===== src/hw/bops_pkg.sv =====
// package: constants for the boot option parameter store
package bops_pkg;
    localparam int          ADDR_W          = 4;
    localparam int          DATA_W          = 8;
    // register indices (parameter numbers)
    localparam logic [3:0]  IDX_PROGRESS    = 4'h0;
    localparam logic [3:0]  IDX_PART_CHOICE = 4'h1;
    localparam logic [3:0]  IDX_PART_SCAN   = 4'h2;
    localparam logic [3:0]  IDX_CLEAR_MASK  = 4'h3;
    localparam logic [3:0]  IDX_CONTROL     = 4'h4;
    localparam logic [3:0]  IDX_STATUS      = 4'h5;
    // set-in-progress codes
    localparam logic [1:0]  PROG_COMPLETE   = 2'h0;
    localparam logic [1:0]  PROG_ACTIVE     = 2'h1;
    localparam logic [1:0]  PROG_CODE_MASK  = 2'h3;
    // field masks of writable bits
    localparam logic [7:0]  SCAN_MASK       = 8'h03;
    localparam logic [7:0]  CLRMASK_MASK    = 8'h1F;
    // reset values
    localparam logic [7:0]  CHOICE_RST      = 8'h00;
    localparam logic [7:0]  SCAN_RST        = 8'h00;
    localparam logic [7:0]  CLRMASK_RST     = 8'h00;
    // mask bit positions
    localparam int          MB_WAKE         = 0;
    localparam int          MB_BUTTON       = 1;
    localparam int          MB_WATCHDOG     = 2;
    localparam int          MB_TIMEOUT      = 3;
    localparam int          MB_FILTER       = 4;
    localparam int          NUM_EVT         = 4;
    // control register bits
    localparam int          CTL_COMMIT      = 0;
    localparam int          CTL_SET_VALID   = 1;
    localparam int          CTL_ROLLBACK    = 2;
    // timeout
    localparam longint      CLK_HZ          = 40000000;
    localparam longint      TIMEOUT_S       = 60;
    localparam longint      TIMEOUT_CYC     = TIMEOUT_S * CLK_HZ;
    localparam int          TMR_W           = 32;
    localparam logic [31:0] TMR_ONE         = 32'h1;
    localparam logic [31:0] TMR_ZERO        = 32'h0;
    localparam logic [7:0]  BYTE_ZERO       = 8'h00;
endpackage


===== src/hw/bops_store.sv =====
// module: boot option parameter store with valid-bit clearing policy
`timescale 1ns/100ps
module bops_store
    import bops_pkg::*;
#(
    parameter logic [31:0] TIMEOUT_LOAD = TIMEOUT_CYC[31:0],
    parameter bit          ROLLBACK_EN  = 1'b1
)
(
    // clock and reset
    input  wire logic                        clk_sys,
    input  wire logic                        arst_n,
    // register port
    input  wire logic [bops_pkg::ADDR_W-1:0] reg_addr,
    input  wire logic [bops_pkg::DATA_W-1:0] reg_wdata,
    input  wire logic                        reg_wr,
    input  wire logic                        reg_rd,
    output logic      [bops_pkg::DATA_W-1:0] reg_rdata,
    // system events, one-cycle pulses
    input  wire logic                        evt_sys_reset,
    input  wire logic                        evt_power_down,
    input  wire logic                        evt_filter_action,
    input  wire logic                        evt_watchdog,
    input  wire logic                        evt_button_reset,
    input  wire logic                        evt_power_up,
    input  wire logic                        chassis_cmd,
    // status
    output logic                             boot_valid,
    output logic                             set_in_progress
);
    import bops_pkg::*;

    // one-hot address decode
    function automatic logic hit_idx(input logic [ADDR_W-1:0] a, input logic [3:0] idx);
        hit_idx = (a == idx);
    endfunction

    logic [1:0] prog_reg;
    logic [1:0] prog_next;
    logic [7:0] choice_reg;
    logic [7:0] choice_next;
    logic [7:0] scan_reg;
    logic [7:0] scan_next;
    logic [7:0] mask_reg;
    logic [7:0] mask_next;
    logic [7:0] choice_save_reg;
    logic [7:0] scan_save_reg;
    logic [7:0] mask_save_reg;
    logic       valid_reg;
    logic       valid_next;
    logic [7:0] rdata_reg;
    logic [7:0] rdata_next;

    logic wr_prog;
    logic wr_choice;
    logic wr_scan;
    logic wr_mask;
    logic wr_ctl;
    logic enter_prog;
    logic drop_prog;
    logic abort_prog;
    logic do_commit;
    logic force_done;
    logic timed_out;
    logic tmr_arm;
    logic any_clear;
    logic [NUM_EVT-1:0] evt_vec;
    logic [NUM_EVT-1:0] evt_clear;

    // write decode; no gating on progress state
    assign wr_prog   = reg_wr && hit_idx(reg_addr, IDX_PROGRESS);
    assign wr_choice = reg_wr && hit_idx(reg_addr, IDX_PART_CHOICE);
    assign wr_scan   = reg_wr && hit_idx(reg_addr, IDX_PART_SCAN);
    assign wr_mask   = reg_wr && hit_idx(reg_addr, IDX_CLEAR_MASK);
    assign wr_ctl    = reg_wr && hit_idx(reg_addr, IDX_CONTROL);

    // progress state transitions
    assign force_done = evt_sys_reset || evt_power_down;
    assign enter_prog = wr_prog && (reg_wdata[1:0] == PROG_ACTIVE);
    assign drop_prog  = wr_prog && (reg_wdata[1:0] == PROG_COMPLETE);
    assign do_commit  = wr_ctl && reg_wdata[CTL_COMMIT];
    // leaving in-progress by a complete write or by forced completion, unless a commit lands in the same cycle
    assign abort_prog = ROLLBACK_EN && (prog_reg == PROG_ACTIVE)
                        && (drop_prog || force_done)
                        && !do_commit;

    // reserved codes are ignored, legal codes stored at once
    assign prog_next = force_done ? PROG_COMPLETE :
                       (enter_prog || drop_prog) ?
                       (reg_wdata[1:0] & PROG_CODE_MASK) : prog_reg;

    // parameter data; writes land unless a rollback in the same cycle restores the snapshot
    assign choice_next = abort_prog ? choice_save_reg :
                         wr_choice ? reg_wdata : choice_reg;
    assign scan_next   = abort_prog ? scan_save_reg :
                         wr_scan ? (reg_wdata & SCAN_MASK) : scan_reg;
    assign mask_next   = abort_prog ? mask_save_reg :
                         wr_mask ? (reg_wdata & CLRMASK_MASK) : mask_reg;

    // reset events in mask-bit order: wake, button, watchdog, filter
    assign evt_vec = {evt_filter_action, evt_watchdog, evt_button_reset, evt_power_up};

    // each event clears unless its mask bit protects the flag
    genvar gi;
    generate
        for (gi = 0; gi < NUM_EVT; gi++)
        begin : g_evt
            localparam int MB = (gi == NUM_EVT - 1) ? MB_FILTER : gi;
            assign evt_clear[gi] = evt_vec[gi] && !mask_reg[MB];
        end
    endgenerate

    // chassis command timeout, armed only while flag set and unmasked
    assign tmr_arm   = valid_reg && !mask_reg[MB_TIMEOUT];
    assign any_clear = (|evt_clear) || (timed_out && !mask_reg[MB_TIMEOUT]);

    // software set wins over an event clear in the same cycle
    assign valid_next = (wr_ctl && reg_wdata[CTL_SET_VALID]) ? 1'b1 :
                        any_clear ? 1'b0 : valid_reg;

    bops_timeout #(
        .LOAD_CYC (TIMEOUT_LOAD)
    ) u_timeout (
        .clk_sys (clk_sys),
        .arst_n  (arst_n),
        .arm     (tmr_arm),
        .restart (chassis_cmd),
        .expired (timed_out)
    );

    // read data mux; reserved bits read as zero
    assign rdata_next = !reg_rd ? BYTE_ZERO :
        hit_idx(reg_addr, IDX_PROGRESS)    ? {6'h00, prog_reg} :
        hit_idx(reg_addr, IDX_PART_CHOICE) ? choice_reg :
        hit_idx(reg_addr, IDX_PART_SCAN)   ? scan_reg :
        hit_idx(reg_addr, IDX_CLEAR_MASK)  ? mask_reg :
        hit_idx(reg_addr, IDX_STATUS)      ? {7'h00, valid_reg} :
        BYTE_ZERO;

    assign reg_rdata       = rdata_reg;
    assign boot_valid      = valid_reg;
    assign set_in_progress = (prog_reg == PROG_ACTIVE);

    // progress state and read data
    always_ff @(posedge clk_sys or negedge arst_n)
    begin
        if (!arst_n)
        begin
            prog_reg  <= PROG_COMPLETE;
            rdata_reg <= BYTE_ZERO;
        end
        else
        begin
            prog_reg  <= prog_next;
            rdata_reg <= rdata_next;
        end
    end

    // parameter data registers
    always_ff @(posedge clk_sys or negedge arst_n)
    begin
        if (!arst_n)
        begin
            choice_reg <= CHOICE_RST;
            scan_reg   <= SCAN_RST;
            mask_reg   <= CLRMASK_RST;
            valid_reg  <= 1'b0;
        end
        else
        begin
            choice_reg <= choice_next;
            scan_reg   <= scan_next;
            mask_reg   <= mask_next;
            valid_reg  <= valid_next;
        end
    end

    // snapshot on entering in-progress or on commit
    always_ff @(posedge clk_sys or negedge arst_n)
    begin
        if (!arst_n)
        begin
            choice_save_reg <= CHOICE_RST;
            scan_save_reg   <= SCAN_RST;
            mask_save_reg   <= CLRMASK_RST;
        end
        else if ((enter_prog && prog_reg != PROG_ACTIVE) || do_commit)
        begin
            choice_save_reg <= do_commit ? choice_next : choice_reg;
            scan_save_reg   <= do_commit ? scan_next : scan_reg;
            mask_save_reg   <= do_commit ? mask_next : mask_reg;
        end
    end
endmodule


===== src/hw/bops_timeout.sv =====
// module: countdown for the chassis control timeout
`timescale 1ns/100ps
module bops_timeout
    import bops_pkg::*;
#(
    parameter logic [31:0] LOAD_CYC = TIMEOUT_CYC[31:0]
)
(
    // clock and reset
    input  wire logic clk_sys,
    input  wire logic arst_n,
    // control
    input  wire logic arm,
    input  wire logic restart,
    // result
    output logic      expired
);
    logic [TMR_W-1:0] count_reg;
    logic [TMR_W-1:0] count_next;
    logic             expired_reg;
    logic             hit;

    // reload on restart, count while armed, stop at zero
    assign hit        = arm && !restart && (count_reg == TMR_ONE);
    assign count_next = (restart || !arm) ? LOAD_CYC :
                        (count_reg == TMR_ZERO) ? TMR_ZERO : count_reg - TMR_ONE;
    assign expired    = expired_reg;

    // counter and one-cycle expiry pulse
    always_ff @(posedge clk_sys or negedge arst_n)
    begin
        if (!arst_n)
        begin
            count_reg   <= TMR_ZERO;
            expired_reg <= 1'b0;
        end
        else
        begin
            count_reg   <= count_next;
            expired_reg <= hit;
        end
    end
endmodule


===== config.mk =====
export PLATFORM = sky130hd
export DESIGN_NAME = bops_store
export DESIGN_NICKNAME = d
export VERILOG_FILES = /design/src/hw/bops_pkg.sv /design/src/hw/bops_store.sv /design/src/hw/bops_timeout.sv
export SDC_FILE = /design/constraint.sdc
export NUM_CORES = 1
export LEC_CHECK = 0
export BUFFER_PORTS_ARGS = -buffer_cell sky130_fd_sc_hd__buf_2
export CORE_MARGIN = 4
export CORE_UTILIZATION = 40
export CTS_CLUSTER_SIZE = 10
export DETAILED_ROUTE_END_ITERATION = 12
export PLACE_DENSITY = 0.62
export SLEW_MARGIN = 5
export SYNTH_ARGS = -nofsm -noshare
export SYNTH_HDL_FRONTEND = slang
export SYNTH_SLANG_ARGS = --single-unit

===== constraint.sdc =====
create_clock -name clk_sys -period 2.5 [get_ports clk_sys]
set_clock_uncertainty 0.2 [all_clocks]
set_input_delay 0.5 -clock clk_sys [delete_from_list [all_inputs] [get_ports clk_sys]]
set_output_delay 0.5 -clock clk_sys [all_outputs]
set_load 0.01 [all_outputs]

After elaboration in Yosys (flattened, before gate mapping)
Cells that the tools add are included.
{ "op_classes": {"add_sub_neg": 1, "multipliers": 0, "div_mod_pow": 0, "n_lt_le_gt_ge": 0, "n_eq_ne": 9, "shift": 0, "mux": 21, "bitwise": 0, "reduce_logical": 40} }
{ "op_table": {"columns": ["op", "n"], "rows": [
  ["$mux 8", 14],
  ["$mux 32", 2],
  ["$eq 32x1->1 const B", 1],
  ["$logic_not 32->1", 1],
  ["$sub 32x1->32 const B", 1],
  ["$logic_and 1x1->1", 20],
  ["$eq 4x2->1 const B", 2],
  ["$eq 4x3->1 const B", 2],
  ["$logic_not 1->1", 8],
  ["$logic_or 1x1->1", 6],
  ["$eq 2x1->1 const B", 2],
  ["$eq 4x1->1 const B", 1],
  ["$logic_not 4->1", 1],
  ["$mux 2", 2],
  ["$reduce_bool 2->1", 2],
  ["$reduce_or 4->1", 1],
  ["$mux 1", 3],
  ["$logic_not 2->1", 1],
  ["$ne 2x1->1 const B", 1]
]} }
{ "word_totals": {"reg_bits": 92, "latchBits": 0, "ramBits": 0, "mem_bits_ro": 0, "output_inout_bits": 10, "elab_cells": 82, "mem_count": 0} }

Longest topological paths before layout
{ "logic_depth": {"depth_word": 8, "ltp_mapped": 9} }

Modules after synthesis
Synthesis repeated with hierarchy kept, for this count alone.
{ "hier_totals": {"cells_unflattened": 383, "area_unflattened_um2": 4499.3} }
{ "by_module_without_submodules": {"columns": ["module", "instances", "cells_each", "area_each_um2"], "rows": [
  ["bops_store", 1, 213, 2775.2],
  ["bops_timeout", 1, 170, 1724.2]
]} }

Least setup slack after synthesis
Ideal clock, no wire load.
{ "synth_timing": {"kind": "register to register", "from": "register u_timeout.count_reg[0]", "to": "register u_timeout.count_reg[30]", "setup_ns": 0.078, "arrival_ns": 2.142, "path_slack_ns": 0.081, "stages_incl_launch_ff": 9, "path_cell_list": "dfrtp_1 -> inv_1 -> ha_1 -> nor3b_2 -> nand4_4 -> or2_1 -> clkbuf_2 -> or4_1 -> a21boi_1"} }
{ "synth_between": {"elab_chain_cells": 3, "elab_cells_between_ends": 4} }
{ "synth_rtl": {"columns": ["item", "line_no", "rtl"], "rows": [
  ["start: declaration", "bops_timeout.sv:18", "logic [TMR_W-1:0] count_reg;"],
  ["start signal: assignment", "bops_timeout.sv:39", "count_reg <= count_next;"],
  ["$sub 32x1->32 / $logic_not 32->1 (equally long branches)", "bops_timeout.sv:26", "(count_reg == TMR_ZERO) ? TMR_ZERO : count_reg - TMR_ONE;"],
  ["$mux 32 (*)", "bops_timeout.sv:26", null],
  ["$mux 32 (*)", "bops_timeout.sv:25", "assign count_next = (restart || !arm) ? LOAD_CYC :"],
  ["via u_timeout.count_next[30]", "bops_timeout.sv:19", "logic [TMR_W-1:0] count_next;"]
]} }
The timed path passes the listed nets; every way through them passes the cells marked *.
A chain may end at the register's enable or synchronous reset.

Worst setup path after layout
{ "layout_timing": {"from": "register u_timeout.count_reg[2]", "to": "register u_timeout.count_reg[31]"} }
The elaborated chain is that of the path after synthesis.

==> impl_metrics.ini <==
[status]
status = finished clean

[finish]
largest_reg_flops = 32
design_area_um2 = 4920
drive_above_1_share = 0.222
n_antenna_cell = 0
mostFrequentLayoutCell = dfrtp_1
fillerInstances = 956
instances_no_fill = 586
layout_common_cells = dfrtp_1, nor2_1, buf_2
finalNetCount = 471
areaGrowthSynthToFinish_pct = 16.3

[setup_path]
crit_arrival_ns = 2.35
endpoint_kind = flip-flop
cp-start-kind = flip-flop
worstPathRequired_ns = 2.51
r2r-start = u_timeout.count_reg[2]
critPathKind = reg -> reg
r2r-end = u_timeout.count_reg[31]
crit_fanout = 6
r2r_setup_slack_ns = 0.16
worstRegToRegCells = 6

[power]
ir_drop_mv = 0.362
seqPwrFrac = 0.567
power_switching_mw = 0.721
clockPowerShare = 0.333
p_int_mw = 2.33
powerDensity_nw_per_um2 = 619
combinationalPowerShare = 0.100
switching_share = 0.237
p_leak_nw = 2.29

[clocking]
cts_tree = yes
clock_path_buffers = 2
post_cts_buffers = 0
cts_sinks = 92
worst_skew_pair.late_latency_ns = 0.36
ctsResizeCount = 0
cts_buffers = 9
h-tree-depth = 3
clkTransAtPathRegs_ns = 0.08
clockRootBuffer = clkbuf_8

[place]
globalplace.congestion = 0.775
port_buffers = 32
dp_cells = 570
dpl.hpwl_mm = 6.42
dpl_cell_area_um2 = 4710

[yosys]
syn_inst = 394
yosysWarnings = 0
ys_async_sr_fraction = 1.00
syn_area_per_cell_um2 = 10.7
synth-seq-area-share = 0.544
synth_edf_count = 0
ys_ff_latch = 92
syn_area_um2 = 4230
ys_types = 48
ys.flop_type = dfrtp_1
synth.net_count = 419

[drt]
met1_length_mm = 4.19
first_iter_violations = 130
drc = 0
route.final.wire_length_mm = 9.00
wl_met3_um = 395
vias = 3064
dr.max_layer_used = met4
drt-pass1-iter-count = 4
drtAntennaViolNets = 0
routedWlPerCell_um = 15.4
vias_per_cell = 5.23
routed-wl-met2_mm = 4.29

[sta]
setup_viol = 0
post-route-period-util = 0.938
fmax_ghz = 0.427
fin_crit_ns = 2.34
rsz0062_at_grt = yes
worst_pin_slew_ns = 0.577
drv_slew = 0
slew_headroom = 0.610
hold_violations = 0

[die]
std_cell_rows = 37
core_area_um2 = 10300
die_area_um2 = 12300
die_w_um = 111
io_pins = 33
die_h_um = 111
start_util = 0.410

[hold_path]
hold_end = reg_rdata[0]
min_path_cells = 3
worstHoldStart = reg_rd
hp-class = in -> reg

[grt]
grt_usage = 0.156
grt_max_degree = 43
antenna_found_initial = 0
grt_pass1_vias = 3132
grt.overflow.total = 0
grt_pass1_wl_mm = 15.4

[run]
cap_violations = 0
[layer usage]
| layer | GRT usage | vias to the layer above |
|---|---|---|
| met4 | 0.0517 | 0 |
| met1 | 0.201 | 1504 |
| met3 | 0.0480 | 9 |
| met2 | 0.251 | 63 |
| met5 | 0 | - |
| li1 | - | 1488 |
[what timing repair did]
action / CTS / global route
hold endpoints to repair: 32 / 0
setup endpoints to repair: 0 / 1
hold buffers: 1 / 0
[layout make-up]
| cell class | instances | area [um^2] | share of cell area |
|---|---|---|---|
| Sequential cell | 92 | 2300 | 0.467 |
| Clock buffer | 14 | 173 | 0.0351 |
| Multi-Input combinational cell | 271 | 1810 | 0.368 |
| Timing Repair Buffer | 54 | 368 | 0.0747 |
| Inverter | 18 | 67.6 | 0.0137 |
| Tap cell | 136 | 170 | 0.0346 |
| Clock inverter | 1 | 30.0 | 0.00610 |
[power groups by stage]
stage	registers [mW]	clock network, mW	logic, mW
floorplan	1.72	0	0.199
global placement	1.75	0	0.295
detailed placement	1.76	0	0.307
CTS	1.73	1.05	0.309
global route	1.75	1.12	0.343
finish	1.73	1.02	0.303
[cells by family (layout without fill, tap and decap cells)]
| family | Yosys count | after routing | synth area share |
|---|---|---|---|
| compound gates | 68 | 68 | 0.0949 |
| fa+ha+maj | 2 | 2 | 0.00591 |
| buf+inv | 31 | 87 | 0.0284 |
| simple gates | 137 | 137 | 0.172 |
| flops | 92 | 92 | 0.544 |
| mux | 42 | 42 | 0.109 |
| xor+xnor | 22 | 22 | 0.0455 |
[metrics by stage]
stage	setup TNS (ns)	setup slack, ns	utilization	hold WS (ns)	power (mW)
finish	0	0.156	0.477	0.206	3.05
global route	-0.000989	-0.000989	0.477	0.196	3.21
CTS	0	0.163	0.477	0.182	3.09
detailed placement	0	0.156	0.456	0.284	2.07
global placement	0	0.220	0.456	0.279	2.05
floorplan	0	0.0806	-	0.00441	1.92
[synthesized netlist by cell type (2+ instances only)]
cell type / count / area share
o41ai_1: 2 / 0.0041
buf_2: 2 / 0.0024
ha_1: 2 / 0.0059
xnor2_1: 16 / 0.033
nor4b_1: 2 / 0.0041
o21ai_0: 19 / 0.022
nor3b_1: 3 / 0.0053
a21oi_1: 29 / 0.034
nor2_1: 47 / 0.042
nand4_1: 4 / 0.0059
nand3_1: 16 / 0.019
or3_1: 5 / 0.0074
mux2i_1: 17 / 0.040
nor2b_1: 5 / 0.0074
or4_1: 2 / 0.0035
nand2b_1: 4 / 0.0059
o21ai_1: 2 / 0.0024
xor2_1: 6 / 0.012
mux2_2: 24 / 0.064
o221ai_1: 6 / 0.012
or2_2: 3 / 0.0044
nor3_1: 9 / 0.011
nor4_1: 8 / 0.012
o31ai_1: 3 / 0.0053
dfrtp_1: 92 / 0.54
inv_1: 17 / 0.015
nand2_1: 19 / 0.017
clkbuf_1: 10 / 0.0089
[critical path: stages, from the launching register on]
cell,delay [ns]
dfrtp_1,0.46
nor4_1,0.36
buf_4,0.19
nand4_1,0.20
or2_2,0.39
o31ai_1,0.21
o311ai_0,0.18
[how the worst max path moves through the flow]
stage	start	endpoint	slack, ns	cells past startpoint
4_1_cts	u_timeout.count_reg[0]	u_timeout.count_reg[30]	0.16	7
5_1_grt	u_timeout.count_reg[0]	u_timeout.count_reg[30]	-0.001	7
3_3_place_gp	u_timeout.count_reg[2]	u_timeout.count_reg[31]	0.22	6
3_5_place_dp	u_timeout.count_reg[2]	u_timeout.count_reg[31]	0.16	6
2_1_floorplan	u_timeout.count_reg[0]	u_timeout.count_reg[30]	0.08	8
6_report	u_timeout.count_reg[2]	u_timeout.count_reg[31]	0.16	6
(Power assumes the default switching activity.)
